### config.mk
export PLATFORM = sky130hd
export DESIGN_NAME = gate_fault_logic
export DESIGN_NICKNAME = d
export VERILOG_FILES = /design/src/rtl/gdf_pkg.sv /design/src/rtl/pin_sync.sv /design/src/rtl/blank_timer.sv /design/src/rtl/gate_fault_logic.sv
export SDC_FILE = /design/constraint.sdc
export NUM_CORES = 1
export LEC_CHECK = 0
export ABC_AREA = 1
export BUFFER_PORTS_ARGS = -buffer_cell sky130_fd_sc_hd__buf_2
export CAP_MARGIN = 15
export CORE_MARGIN = 8
export CORE_UTILIZATION = 50
export CTS_CLUSTER_DIAMETER = 80
export DETAILED_ROUTE_END_ITERATION = 6
export GPL_TIMING_DRIVEN = 0
export PLACE_DENSITY_LB_ADDON = 0.15
export SKIP_LAST_GASP = 1
export SLEW_MARGIN = 20
export SYNTH_ARGS = -nofsm -noshare
export SYNTH_HDL_FRONTEND = slang
export SYNTH_SLANG_ARGS = --single-unit
export TNS_END_PERCENT = 1
### constraint.sdc
create_clock -name clk_sys_i -period 1.15 [get_ports clk_sys_i]
set_input_delay 0.23 -clock clk_sys_i [delete_from_list [all_inputs] [get_ports clk_sys_i]]
set_output_delay 0.23 -clock clk_sys_i [all_outputs]
set_load 0.005 [all_outputs]
### src/rtl/gdf_pkg.sv
// constants for the gate driver fault logic
// assumes one 125 MHz system clock and synchronous active-low reset
package gdf_pkg;

    // ---------------------------------------------------------------
    // timing
    // ---------------------------------------------------------------
    localparam int CLK_PERIOD_NS = 8;
    // typical blanking time; the real value follows the blanking resistor
    localparam int BLANK_TIME_NS = 100;
    // least time, rounded up to whole cycles
    localparam int BLANK_CYCLES = (BLANK_TIME_NS + CLK_PERIOD_NS - 1) / CLK_PERIOD_NS;
    localparam int BLANK_CNT_W = 8;

    // ---------------------------------------------------------------
    // values after reset
    // ---------------------------------------------------------------
    localparam logic GATE_RESET = 1'b0;
    // flag high after reset: gate drive power not yet known good
    localparam logic FLAG_RESET = 1'b1;
    localparam logic PIN_RESET = 1'b0;
    localparam logic SUPPLY_LOW_RESET = 1'b1;

endpackage : gdf_pkg

### src/rtl/pin_sync.sv
// three-stage synchroniser for one asynchronous pin
// assumes the pin is a plain digital level; output moves once stages two and three agree
`timescale 1ns/1ns
module pin_sync #(
    parameter logic RESET_VAL = 1'b0
) (
    input logic clk_sys_i,
    input logic rst_n_i,
    input logic pin_i,
    output logic level_o
);

    logic s1;
    logic s2;
    logic s3;
    logic next_level;

    always_comb begin
        next_level = level_o;
        if (s2 == s3) begin
            next_level = s3;
        end
    end

    always_ff @(posedge clk_sys_i) begin
        if (!rst_n_i) begin
            s1 <= RESET_VAL;
            s2 <= RESET_VAL;
            s3 <= RESET_VAL;
            level_o <= RESET_VAL;
        end else begin
            s1 <= pin_i;
            s2 <= s1;
            s3 <= s2;
            level_o <= next_level;
        end
    end

endmodule : pin_sync

### src/rtl/blank_timer.sv
// blanking interval timer, restarted by a one-cycle start pulse
// assumes start comes from logic on the same clock
`timescale 1ns/1ns
module blank_timer #(
    parameter int CYC = 13,
    parameter int CW = 8
) (
    input logic clk_sys_i,
    input logic rst_n_i,
    input logic start_i,
    output logic blanking_o
);

    logic [CW-1:0] count;
    logic [CW-1:0] next_count;

    always_comb begin
        next_count = count;
        if (start_i) begin
            next_count = CW'(CYC - 1);
        end else if (count != '0) begin
            next_count = count - CW'(1);
        end
    end

    // blanking covers the start cycle plus CYC-1 following cycles
    assign blanking_o = start_i | (count != '0);

    always_ff @(posedge clk_sys_i) begin
        if (!rst_n_i) begin
            count <= '0;
        end else begin
            count <= next_count;
        end
    end

endmodule : blank_timer

### src/rtl/gate_fault_logic.sv
// fault detection, fault flag and gate inhibit of a synchronous buck gate driver
// assumes analog comparators outside deliver digital levels; dead time lives elsewhere
//
// What this block does
// - high-side on, switch below reference raises fault
// - blank the high-side comparator after switching
// - blanking restarts on each switch-node rising edge
// - monitor above limit flags output over-current
// - hold monitor value during blanking, no flag
// - flag low normally, high on any fault
// - flag covers exactly four fault types
// - clear flag at clean PWM pulse falling edge
// - short pulses may need several clearing pulses
// - thermal shutdown forces both gates low
// - thermal shutdown sets flag, exit clears it
// - supply lockout holds both gates low, auto release
// - supply lockout drives flag, including power-up
// - over-current faults raise flag, drop both gates
// - high-side fault retries each PWM pulse
// - both faults together: no new high pulse
// - output over-current only clears when current drops
`timescale 1ns/1ns
module gate_fault_logic import gdf_pkg::*; #(
    parameter int BLANK_CYC = BLANK_CYCLES
) (
    input logic clk_sys_i,
    input logic rst_n_i,
    input logic pwm_in_i,
    input logic rectifier_enable_in_i,
    input logic switch_node_i,
    input logic high_side_sense_ref_trip_i,
    input logic oc_trip_i,
    input logic supply_low_i,
    input logic over_temp_i,
    output logic high_side_gate_out_o,
    output logic low_side_gate_out_o,
    output logic fault_flag_out_o
);

    // ---------------------------------------------------------------
    // pin synchronisers
    // ---------------------------------------------------------------
    logic pwm;
    logic rectifier_enable_in;
    logic sw;
    logic hs_cmp;
    logic oc_cmp;
    logic supply_low;
    logic hot;

    pin_sync #(.RESET_VAL(PIN_RESET)) u_sync_pwm (
        .clk_sys_i(clk_sys_i),
        .rst_n_i(rst_n_i),
        .pin_i(pwm_in_i),
        .level_o(pwm)
    );
    pin_sync #(.RESET_VAL(PIN_RESET)) u_sync_sre (
        .clk_sys_i(clk_sys_i),
        .rst_n_i(rst_n_i),
        .pin_i(rectifier_enable_in_i),
        .level_o(rectifier_enable_in)
    );
    pin_sync #(.RESET_VAL(PIN_RESET)) u_sync_sw (
        .clk_sys_i(clk_sys_i),
        .rst_n_i(rst_n_i),
        .pin_i(switch_node_i),
        .level_o(sw)
    );
    pin_sync #(.RESET_VAL(PIN_RESET)) u_sync_hs (
        .clk_sys_i(clk_sys_i),
        .rst_n_i(rst_n_i),
        .pin_i(high_side_sense_ref_trip_i),
        .level_o(hs_cmp)
    );
    pin_sync #(.RESET_VAL(PIN_RESET)) u_sync_oc (
        .clk_sys_i(clk_sys_i),
        .rst_n_i(rst_n_i),
        .pin_i(oc_trip_i),
        .level_o(oc_cmp)
    );
    pin_sync #(.RESET_VAL(SUPPLY_LOW_RESET)) u_sync_uvlo (
        .clk_sys_i(clk_sys_i),
        .rst_n_i(rst_n_i),
        .pin_i(supply_low_i),
        .level_o(supply_low)
    );
    pin_sync #(.RESET_VAL(PIN_RESET)) u_sync_hot (
        .clk_sys_i(clk_sys_i),
        .rst_n_i(rst_n_i),
        .pin_i(over_temp_i),
        .level_o(hot)
    );

    // ---------------------------------------------------------------
    // edges and blanking
    // ---------------------------------------------------------------
    logic pwm_d;
    logic sw_d;
    logic pwm_rise;
    logic pwm_fall;
    logic sw_rise;
    logic blanking;

    assign pwm_rise = pwm & ~pwm_d;
    assign pwm_fall = ~pwm & pwm_d;
    assign sw_rise = sw & ~sw_d;

    blank_timer #(.CYC(BLANK_CYC), .CW(BLANK_CNT_W)) u_blank (
        .clk_sys_i(clk_sys_i),
        .rst_n_i(rst_n_i),
        .start_i(sw_rise),
        .blanking_o(blanking)
    );

    // ---------------------------------------------------------------
    // fault state
    // ---------------------------------------------------------------
    logic oc_held;
    logic hs_trip;
    logic seen;
    logic flag_oc;
    logic hs_event;
    logic inhibit;
    logic next_pwm_d;
    logic next_sw_d;
    logic next_oc_held;
    logic next_hs_trip;
    logic next_seen;
    logic next_flag_oc;
    logic next_high_side_gate_out;
    logic next_low_side_gate_out;
    logic next_flag;

    // high-side compare only while the gate is on and outside blanking
    assign hs_event = high_side_gate_out_o & sw & hs_cmp & ~blanking;

    always_comb begin
        next_pwm_d = pwm;
        next_sw_d = sw;
        // monitor value frozen while blanking
        next_oc_held = blanking ? oc_held : oc_cmp;
        // cleared at a new pulse only if output current is already gone
        next_hs_trip = hs_event | (hs_trip & ~(pwm_rise & ~oc_held));
        // a high-side or output over-current fault during the on-time blocks the next clear
        next_seen = (pwm_rise ? 1'b0 : seen) | (pwm & (hs_event | oc_held));
        // set wins over clear; clear only at a clean falling edge
        next_flag_oc = hs_event | oc_held | (flag_oc & ~(pwm_fall & ~seen));
        inhibit = hot | supply_low | oc_held | next_hs_trip;
        next_high_side_gate_out = pwm & ~inhibit;
        next_low_side_gate_out = ~pwm & rectifier_enable_in & ~inhibit;
        next_flag = next_flag_oc | supply_low | hot;
    end

    always_ff @(posedge clk_sys_i) begin
        if (!rst_n_i) begin
            pwm_d <= PIN_RESET;
            sw_d <= PIN_RESET;
            oc_held <= PIN_RESET;
            hs_trip <= PIN_RESET;
            seen <= PIN_RESET;
            flag_oc <= PIN_RESET;
            high_side_gate_out_o <= GATE_RESET;
            low_side_gate_out_o <= GATE_RESET;
            fault_flag_out_o <= FLAG_RESET;
        end else begin
            pwm_d <= next_pwm_d;
            sw_d <= next_sw_d;
            oc_held <= next_oc_held;
            hs_trip <= next_hs_trip;
            seen <= next_seen;
            flag_oc <= next_flag_oc;
            high_side_gate_out_o <= next_high_side_gate_out;
            low_side_gate_out_o <= next_low_side_gate_out;
            fault_flag_out_o <= next_flag;
        end
    end
endmodule : gate_fault_logic

; ---- After elaboration in Yosys (flattened, before gate mapping)
; Cells that the tools add are included.
[totals]
register_bits = 45
[classes]
addsub = 1
eq_ne = 7
muxes = 3
n_bitwise = 34
reduce_logical = 3
[op_table]
columns = operator, n
row1 = $and 1x1->1, 14
row2 = $not 1->1, 10
row3 = $or 1x1->1, 10
row4 = $mux 4, 2
row5 = $reduce_bool 8->1, 1
row6 = $sub 8x1->8 const B, 1
row7 = $eq 1x1->1, 7
row8 = $reduce_bool 2->1, 1
row9 = $reduce_or 2->1, 1
row10 = $mux 1, 1

; ---- Depth between registers and ports, before layout
; Gate-level depths: netlist of run 1.
[logic_depth]
word_depth = 9
ltp_mapped = 8
mapped_depth_nobuf = 8

; ---- Cells and area by module
; Synthesis of run 1 repeated with hierarchy kept, for this count alone.
[hier_totals]
hier_cells = 204
area_unflattened_um2 = 1616.6
[by_module_without_submodules]
columns = mod, n_inst, cells_per_inst, area_each_um2
row1 = pin_sync at u_sync_hot ..., 6, 13, 116.4
row2 = blank_timer, 1, 64, 437.9
row3 = gate_fault_logic, 1, 45, 346.6
row4 = pin_sync at u_sync_uvlo, 1, 17, 133.9

; ---- Worst setup path after synthesis of run 1
; OpenSTA, ideal clock, no wires.
[synth_path]
path_kind = flip-flop to flip-flop
from = register u_blank.count[0]
to = register high_side_gate_out_o
arrival_time_ns = 1.015
t_required_ns = 1.038
setup_slack_ns = 0.023
path_stages_with_launch = 8
path_cell_list = dfxtp_1 inv_1 ha_1 nand2_2 nor2_8 nand3_4 nand3_1 nor2_1
[synth_via]
elab_chain_len = 8
[synth_rtl]
columns = element, line
row1 = from (decl), blank_timer.sv:14  ; logic [CW-1:0] count;
row2 = from (signal assigned), blank_timer.sv:33  ; count <= next_count;
row3 = $reduce_bool 8->1, blank_timer.sv:27  ; assign blanking_o = start_i | (count != '0);
row4 = $or 1x1->1, blank_timer.sv:27
row5 = $not 1->1, gate_fault_logic.sv:135  ; assign hs_event = high_side_gate_out_o & sw & hs_cmp & ~blanking;
row6 = $and 1x1->1, gate_fault_logic.sv:135
row7 = $or 1x1->1, gate_fault_logic.sv:143  ; next_hs_trip = hs_event | (hs_trip & ~(pwm_rise & ~oc_held));
row8 = $or 1x1->1, gate_fault_logic.sv:148  ; inhibit = hot | supply_low | oc_held | next_hs_trip;
row9 = $not 1->1, gate_fault_logic.sv:149  ; next_high_side_gate_out = pwm & ~inhibit;
row10 = $and 1x1->1, gate_fault_logic.sv:149
row11 = to (signal assigned), gate_fault_logic.sv:172  ; high_side_gate_out_o <= next_high_side_gate_out;
row12 = to (decl), gate_fault_logic.sv:35  ; output logic high_side_gate_out_o,
; Every way passes these cells.
; A chain may end at the register's enable or synchronous reset.

; ---- Worst setup path in the final report of run 1
; Ends and elaborated chain as after synthesis.

==> results.cfg, run 1 <==
[timing]
slew_headroom_pct = 75.3
hold_violations = 0
fmax_mhz = 863
setup_viol = 3
drv_slew = 0
rsz0062_at_grt = yes
min_period_over_period_pct = 101
skew_ns = 0.0112
worst_pin_slew_ns = 0.370
period_needed_ns = 1.16
fin_ws_ns = -0.00818

[worst_setup_path]
worstSetupPathType = reg2reg
cp.arrival_ns = 1.42
critPathSlowestCell = dfxtp_2
worstSetupEndpointType = register
critPathMaxFanout = 7
cp_cell_sequence = inv_4 -> ha_4 -> nand2_4 -> nor2_8 -> nand3_4 -> nand3_2 -> nor2_1
worst-path-buf-inv = 1
start_kind = register
r2r_slack_ns = -0.008
slowest_delay_ns = 0.36
critPathRequiredTime_ns = 1.41
cp_top_family = simple AND/OR/NAND/NOR gates

[placed_design]
finalWeightedCongestion = 0.784
io_buffers = 10
post-place-ws_ns = -0.0966
post-dp-hpwl_mm = 1.80
dp.cells = 248

[clock_tree]
cts_max_level = 2
insertion_delay_ns = 0.35
root_buffer = clkbuf_4
cts_num_sinks = 45
cts_tree = yes
numCtsBuffers = 5
cts_hold_buf = 0
clock_path_buffers = 2
clk_pin_slew_ns = 0.12

[synth]
synth_edf_count = 0
ys.flop_type = dfxtp_1
ys_seq_elements = 45
synthTopCellsByArea = dfxtp_1 55%, nand2_1 9.0%, inv_1 8.5%
synth_cell_type_count = 27
yosysSeqAreaShare_pct = 55.2
yosysTopAreaCellShare_pct = 55.2
syn-num-nets = 205
synth_area_per_cell_um2 = 8.41
yosys.area.top_type = dfxtp_1
yosys-top-cells-count = 45 x dfxtp_1, 39 x nand2_1, 37 x inv_1
syn_inst = 194
ys_async_sr_fraction_pct = 0
yosysMostFrequentCell = dfxtp_1
synth_area_mm2 = 0.00163
yosys_warnings = 0

[power_and_ir_drop]
p_leak_nw = 0.974
max-vdd-ir-drop_mv = 0.903
powerDensity_mw_per_mm2 = 1970

[final_layout]
layout.nets = 224
largest_register = u_blank.count
largest_reg_flops = 8
syn2layout_area_growth_pct = 13.8
stdcell_count = 258
multi_input_area_um2 = 589
drive_above_1_share_pct = 21.0
n_fill_cell = 294
seqCellArea_um2 = 903
num_antenna_cells = 0

[routing]
drtIter0Drc = 54
drt-total-wl_mm = 2.49
antenna_left = 0
wl_per_cell_um = 9.63
vias = 1151
drc = 0
via_per_inst = 4.46
drtPass1Iterations = 4

[global_route]
antenna_found_initial = 0
first_global_vias = 1068
grt.total_usage_pct = 10.4
grt_pass1_wl_mm = 4.31
gr-total-overflow = 0
grt_max_degree = 14

[floorplanning]
dieWidth_um = 73.1
rows = 20
die-area_mm2 = 0.00535
core_mm2 = 0.00308
fp.dieH_um = 73.1
start_util_pct = 53.0
io_pins = 12

[status]
outcome = finished, violations left
violations = negative setup slack

[flow_run]
maxCapViolations = 0

[min_path]
min_path_type = in2reg
[power breakdown]
part	switching [mW]	internal, mW	total (mW)
combinational	0.593	0.421	1.01
clock	0.473	0.355	0.828
sequential	0.117	1.70	1.82
total	1.18	2.47	3.66
[kinds of logic after synthesis]
logic type	after synthesis	share of synthesized area, %
xor+xnor	3	1.61
fa+ha+maj	3	2.15
compound gates	22	7.29
flops	45	55.2
simple gates	79	23.2
buf+inv	42	10.5
[final timing paths]
kind | startpoint | cells past startpoint | to
worst max-delay path | u_blank.count[0] | 7 | high_side_gate_out_o
worst min-delay path | over_temp_i | 3 | u_sync_hot.s1
worst max register to register | u_blank.count[0] | 7 | high_side_gate_out_o
worst min register to register | u_sync_hs.s1 | 2 | u_sync_hs.s2
[area by class of cell]
| cell class | instances | share of cell area, % |
|---|---|---|
| clock buffers | 7 | 3.50 |
| multi-input cells | 107 | 31.7 |
| well taps | 44 | 2.96 |
| clock inverters | 1 | 0.270 |
| plain buffers | 3 | 1.21 |
| flip-flops and latches | 45 | 48.7 |
| inverters | 39 | 8.15 |
| repair buffers | 12 | 3.50 |
[layout by cell type, fill, tap and decap left out, types with 2 or more instances in the layout]
cell       n
o21ai_0    6
nand3_1    8
inv_4      2
inv_2      3
clkbuf_4   5
a21oi_1   13
inv_1     34
o21bai_1   2
nor2_2     3
or2_2      4
xor2_1     3
dfxtp_2    2
nand2_1   39
dfxtp_1   43
or2_1      2
buf_2     10
nor2_1    13
nor2_4     2
buf_4      3
clkbuf_8   2
[worst reg2reg max path, cell delays in order (launching register included)]
cell	delay, ns
dfxtp_2	0.36
inv_4	0.07
ha_4	0.14
nand2_4	0.06
nor2_8	0.19
nand3_4	0.12
nand3_2	0.09
nor2_1	0.04
[routing by layer]
| metal | vias to the layer above | track usage [%] | routed length, µm |
|---|---|---|---|
| met3 | 7 | 3.98 | 124 |
| met1 | 503 | 11.8 | 1170 |
| li1 | 620 | - | - |
| met2 | 21 | 15.3 | 1120 |
| met4 | 0 | 7.78 | 67 |
| met5 | - | 0 | 0 |
[through the flow]
step / cell area, µm² / hold WS [ns] / util, % / setup TNS, ns / power (mW)
2_1_floorplan: 1630 / 0.328 / - / 0 / 2.55
3_3_place_gp: 1740 / 0.393 / 56.4 / -0.309 / 2.66
3_5_place_dp: 1740 / 0.402 / 56.4 / -0.529 / 2.70
4_1_cts: 1810 / 0.0360 / 58.9 / -0.164 / 3.53
5_1_grt: 1860 / 0.0375 / 60.3 / -0.572 / 3.89
6_report: 1860 / 0.0497 / 60.3 / -0.0153 / 3.66
[timing repair]
| action | 4_1_cts | 5_1_grt |
|---|---|---|
| endpoints found under the setup margin | 11 | 15 |
| resized for setup | 2 | 10 |
| endpoints found under the hold margin | 0 | 0 |
| pin swaps | 1 | 3 |
| setup buffers | 0 | 2 |
No activity file was read; power rests on OpenSTA's default activity.
==> run 2: changes to the inputs <==
ABC_AREA = 0   (was 1)
clock period = 1.5 ns   (was 1.15 ns; I/O delays follow)
==> run 2 against run 1 <==
  * The flow still finishes with violations (negative setup slack)
  * Register-to-register slack worse by 0.17 ns
  * Synthesized cell count fell by 19%
  * Non-clock buffer count rose by 4
  * Cell count is 14% lower
  * Fmax down 31%
  * Critical path type unchanged
  * Largest cell class unchanged
  * Highest routed layer unchanged
==> results.cfg, run 2 <==
[routing]
drt-total-wl_mm = 2.71
wl_per_cell_um = 12.3
vias = 1141
drtPass1Iterations = 4
antenna_left = 0
drtIter0Drc = 134
drc = 0
via_per_inst = 5.16

[floorplanning]
rows = 20
core_mm2 = 0.00303
io_pins = 12
fp.dieH_um = 72.0
die-area_mm2 = 0.00518
start_util_pct = 51.7
dieWidth_um = 72.0

[global_route]
use_met3_pct = 4.68
grt.total_usage_pct = 11.7
gr-total-overflow = 0
met1_usage_pct = 13.0
antenna_found_initial = 0
grt_pass1_wl_mm = 4.75
grt.busiest_layer = met2
grt.met2_usage_pct = 19.1
grt_max_degree = 14
first_global_vias = 1125

[synth]
synth_cell_type_count = 33
ys.flop_type = dfxtp_1
synth_edf_count = 0
synthTopCellsByArea = dfxtp_1 58%, and2_1 7.6%, o21ai_0 4.2%
yosys_warnings = 0
synth_area_mm2 = 0.00157
ys_seq_elements = 45
syn_inst = 157
yosysTopAreaCellShare_pct = 57.6
yosys.area.top_type = dfxtp_1
yosysMostFrequentCell = dfxtp_1
synth_area_per_cell_um2 = 9.97
yosys-top-cells-count = 45 x dfxtp_1, 19 x and2_1, 13 x o21ai_0
ys_async_sr_fraction_pct = 0
yosysSeqAreaShare_pct = 57.6
syn-num-nets = 168

[status]
outcome = finished, violations left
violations = negative setup slack

[final_layout]
n_fill_cell = 276
drive_above_1_share_pct = 22.6
layout.nets = 188
finalInstanceArea_mm2 = 0.00180
layout_common_cells = 40 x dfxtp_1, 19 x and2_1, 13 x o21ai_0
seqCellArea_um2 = 910
num_antenna_cells = 0
syn2layout_area_growth_pct = 14.7
largest_register = u_blank.count
largest_reg_flops = 8
layout_commonest_cell = dfxtp_1
multi_input_area_um2 = 643

[timing]
hold_violations = 0
fin_ws_ns = -0.180
slew_headroom_pct = 61.7
drv_slew = 0
worst_pin_slew_ns = 0.569
setup_viol = 10
fmax_mhz = 595
whs_ns = 0.129
skew_ns = 0.00451
rsz0062_at_grt = yes
period_needed_ns = 1.68
min_period_over_period_pct = 112

[flow_run]
maxCapViolations = 0

[worst_setup_path]
cp.arrival_ns = 1.93
critPathSlowestCell = or3_4
cp_cell_sequence = inv_2 -> ha_4 -> or3b_4 -> or3_4 -> and4_1
critPathMaxFanout = 7
worstSetupEndpointType = register
rr_worst_depth = 5
start_kind = register
critPathRequiredTime_ns = 1.75
slowest_delay_ns = 0.44
worstSetupPathType = reg2reg

[placed_design]
dpl-instance-area_mm2 = 0.00170
io_buffers = 11
post-dp-hpwl_mm = 1.90
finalWeightedCongestion = 0.833

[min_path]
min_delay_path_depth = 2
min_path_type = in2reg

[clock_tree]
numCtsBuffers = 5
root_buffer = clkbuf_4
clock_path_buffers = 2
cts_num_sinks = 45
cts_max_level = 2
insertion_delay_ns = 0.35
cts_tree = yes
clk_pin_slew_ns = 0.12

[power_and_ir_drop]
powerDensity_mw_per_mm2 = 1660
max-vdd-ir-drop_mv = 1.02
p_leak_nw = 0.665
==> run 2: final timing paths <==
check,endpoint,start,slack [ns]
worst max-delay path,high_side_gate_out_o,u_blank.count[1],-0.18
worst max register to register,high_side_gate_out_o,u_blank.count[1],-0.18
worst min register to register,u_sync_uvlo.s2,u_sync_uvlo.s1,0.42
worst min-delay path,u_sync_uvlo.s1,supply_low_i,0.13
==> run 2: where the power goes <==
| group | total, mW | internal, mW | leakage [nW] | switching, mW |
|---|---|---|---|---|
| logic | 0.954 | 0.510 | 0.265 | 0.444 |
| registers | 1.44 | 1.33 | 0.370 | 0.110 |
| clock network | 0.576 | 0.220 | 0.0303 | 0.356 |
| total | 2.97 | 2.06 | 0.665 | 0.910 |
==> run 2: worst max-delay path: cells and delay by family (launching register included) <==
family,cells,cell delay (ns)
buffers and inverters,1,0.07
DFF,1,0.34
and+or+nand+nor,3,1.04
adders and majority gates,1,0.13
==> run 2: per-stage QoR <==
step	cells	power, mW	setup TNS, ns	worst slack (ns)	util (%)
floorplan	157	2.16	-0.843	-0.178	-
global placement	212	2.28	-1.44	-0.241	56.2
detailed placement	212	2.33	-1.65	-0.241	56.2
CTS	221	2.93	-1.19	-0.176	58.8
global route	221	3.16	-1.91	-0.220	59.3
finish	221	2.97	-1.12	-0.180	59.3
==> run 2: final cells by class <==
class	count	area share, %
timing repair buffer	15	4.74
clock buffer	6	2.86
multi-input combinational	99	35.8
inverter	7	1.60
tap	44	3.07
clock inverter	1	0.418
buffer	4	0.836
sequential	45	50.7
==> run 2: layer usage <==
| layer | part of all wire (%) | wire length [µm] |
|---|---|---|
| met1 | 48 | 1300 |
| met2 | 47 | 1270 |
| met3 | 4.0 | 108 |
| met4 | 1.3 | 36 |
| met5 | 0 | 0 |
==> run 2: kinds of logic after synthesis <==
logic type                 Yosys count  share of synthesized area [%]
DFF                                 45                           57.6
and+or+nand+nor                     58                           22.5
muxes                                1                          0.640
adders and majority gates            2                           1.60
AOI/OAI and AO/OA                   38                           14.0
buffers and inverters               13                           3.68
==> run 2: repair_timing <==
item,CTS,global route
endpoints found under the setup margin,11,13
gates resized for setup,7,4
hold endpoints to repair,0,0
pin swaps,1,0
buffers inserted,4,0
hold buffers,0,0
==> run 3: changes to the inputs <==
REMOVE_ABC_BUFFERS = 1   (was default)
==> run 3 against run 2 <==
  * The flow still finishes with violations (negative setup slack)
  * Register-to-register slack improved by 0.06 ns
  * Sequential share of layout area is 0.38 points lower
  * Largest power group unchanged
  * Critical endpoint unchanged
  * Clock-buffer cell count unchanged
==> results.cfg, run 3 (synthesis results as in run 2) <==
[status]
outcome = finished, violations left
violations = negative setup slack

[routing]
wl_per_cell_um = 11.8
drtPass1Iterations = 4
antenna_left = 0
via_per_inst = 4.94
vias = 1078
drt-total-wl_mm = 2.57
drc = 0
drtIter0Drc = 36

[timing]
slew_headroom_pct = 64.9
min_period_over_period_pct = 108
worst_pin_slew_ns = 0.521
setup_viol = 12
drv_slew = 0
fmax_mhz = 617
skew_ns = 0.00890
period_needed_ns = 1.62
rsz0062_at_grt = yes
fin_ws_ns = -0.121
hold_violations = 0

[worst_setup_path]
r2r_start = u_blank.count[1]
worstReg2RegEnd = high_side_gate_out_o
critPathRequiredTime_ns = 1.77
worstSetupPathType = reg2reg
start_kind = register
path_depth = 5
cp.arrival_ns = 1.90
cp-endpoint = high_side_gate_out_o
cp_top_family = simple AND/OR/NAND/NOR gates
slowest_delay_ns = 0.39
r2r_slack_ns = -0.12
cp-startpoint = u_blank.count[1]
critPathSlowestCell = or3b_4
worst-path-buf-inv = 1
critPathMaxFanout = 6
rr_worst_depth = 5
cp_cell_sequence = inv_2 -> ha_4 -> or3b_4 -> or3_4 -> and4_1
worstSetupEndpointType = register

[flow_run]
maxCapViolations = 0

[power_and_ir_drop]
p_leak_nw = 0.671
max-vdd-ir-drop_mv = 0.887
powerDensity_mw_per_mm2 = 1740
p_total_mw = 3.13

[placed_design]
post-dp-hpwl_mm = 1.66
io_buffers = 11
finalWeightedCongestion = 0.801
dpl-instance-area_mm2 = 0.00164

[floorplanning]
dieWidth_um = 72.0
die-area_mm2 = 0.00518
fp.dieH_um = 72.0
core_mm2 = 0.00303
rows = 20
io_pins = 12
start_util_pct = 51.7

[final_layout]
num_antenna_cells = 0
drive_above_1_share_pct = 21.8
largest_reg_flops = 8
syn2layout_area_growth_pct = 15.1
layout_common_cells = 41 x dfxtp_1, 19 x and2_1, 13 x o21ai_0
layout.nets = 184
finalInstanceArea_mm2 = 0.00180
layout_commonest_cell = dfxtp_1
largest_register = u_blank.count

[global_route]
first_global_vias = 1079
grt.total_usage_pct = 11.4
antenna_found_initial = 0
grt_pass1_wl_mm = 4.55
grt_max_degree = 30
gr-total-overflow = 0

[clock_tree]
clock_path_buffers = 2
cts_num_sinks = 45
clk_pin_slew_ns = 0.13
cts_tree = yes
numCtsBuffers = 5
cts_hold_buf = 0
cts_max_level = 2
insertion_delay_ns = 0.36
root_buffer = clkbuf_4

[min_path]
min_path_type = in2reg
run 3: cell types whose count changed in the layout (fill, tap and decap cells not counted), sizes merged:
| cell | delta |
|---|---|
| clkinv | +1 |
| clkinvlp | -1 |
| clkbuf | -4 |
| bufinv | +1 |
run 3: report_power, final:
| part | internal, mW | switching [mW] |
|---|---|---|
| combinational | 0.513 | 0.425 |
| clock | 0.355 | 0.380 |
| sequential | 1.33 | 0.127 |
| total | 2.19 | 0.932 |
run 3: layer usage:
layer | track usage (%) | routed length (µm) | share of wire, % | vias to the layer above
li1 | - | - | - | 575
met1 | 12.2 | 1240 | 48 | 480
met2 | 17.5 | 1130 | 44 | 18
met3 | 4.13 | 144 | 5.6 | 5
met4 | 9.52 | 62 | 2.4 | 0
met5 | 0 | 0 | 0 | -
run 3: repair_timing:
item / 4_1_cts / 5_1_grt
gates cloned: 0 / 0
resized for setup: 14 / 1
buffers inserted: 4 / 0
endpoints found under the setup margin: 15 / 15
pin swaps: 3 / 0
run 3: area by class of cell:
type                       count  area, µm²
fill                         284       1230
sequential                    45        906
timing repair buffer          15       85.1
clock buffer                   6       41.3
tap                           44       55.1
inverter                       7       28.8
multi-input combinational     99        647
clock inverter                 2       38.8
run 3: stage by stage:
step	instances	util [%]	TNS (ns)	hold WS [ns]	setup slack [ns]
after floorplan	151	-	-1.45	0.373	-0.263
after global placement	206	54.3	-2.29	0.393	-0.364
after detailed placement	206	54.3	-2.90	0.398	-0.377
after CTS	218	59.5	-0.685	0.0959	-0.110
after global routing	218	59.5	-1.46	0.113	-0.159
final	218	59.5	-0.693	0.113	-0.121
run 3: how the worst min path moves through the flow:
stage               depth (start not counted)             startpoint  slack, ns             end
CTS                                         2           supply_low_i        0.1  u_sync_uvlo.s1
finish                                      2           supply_low_i       0.11  u_sync_uvlo.s1
detailed placement                          1         u_sync_uvlo.s1       0.40  u_sync_uvlo.s2
floorplan                                   1                rst_n_i       0.37  u_sync_uvlo.s1
global placement                            1         u_sync_uvlo.s1       0.39  u_sync_uvlo.s2
global route                                2  rectifier_enable_in_i       0.11   u_sync_sre.s1
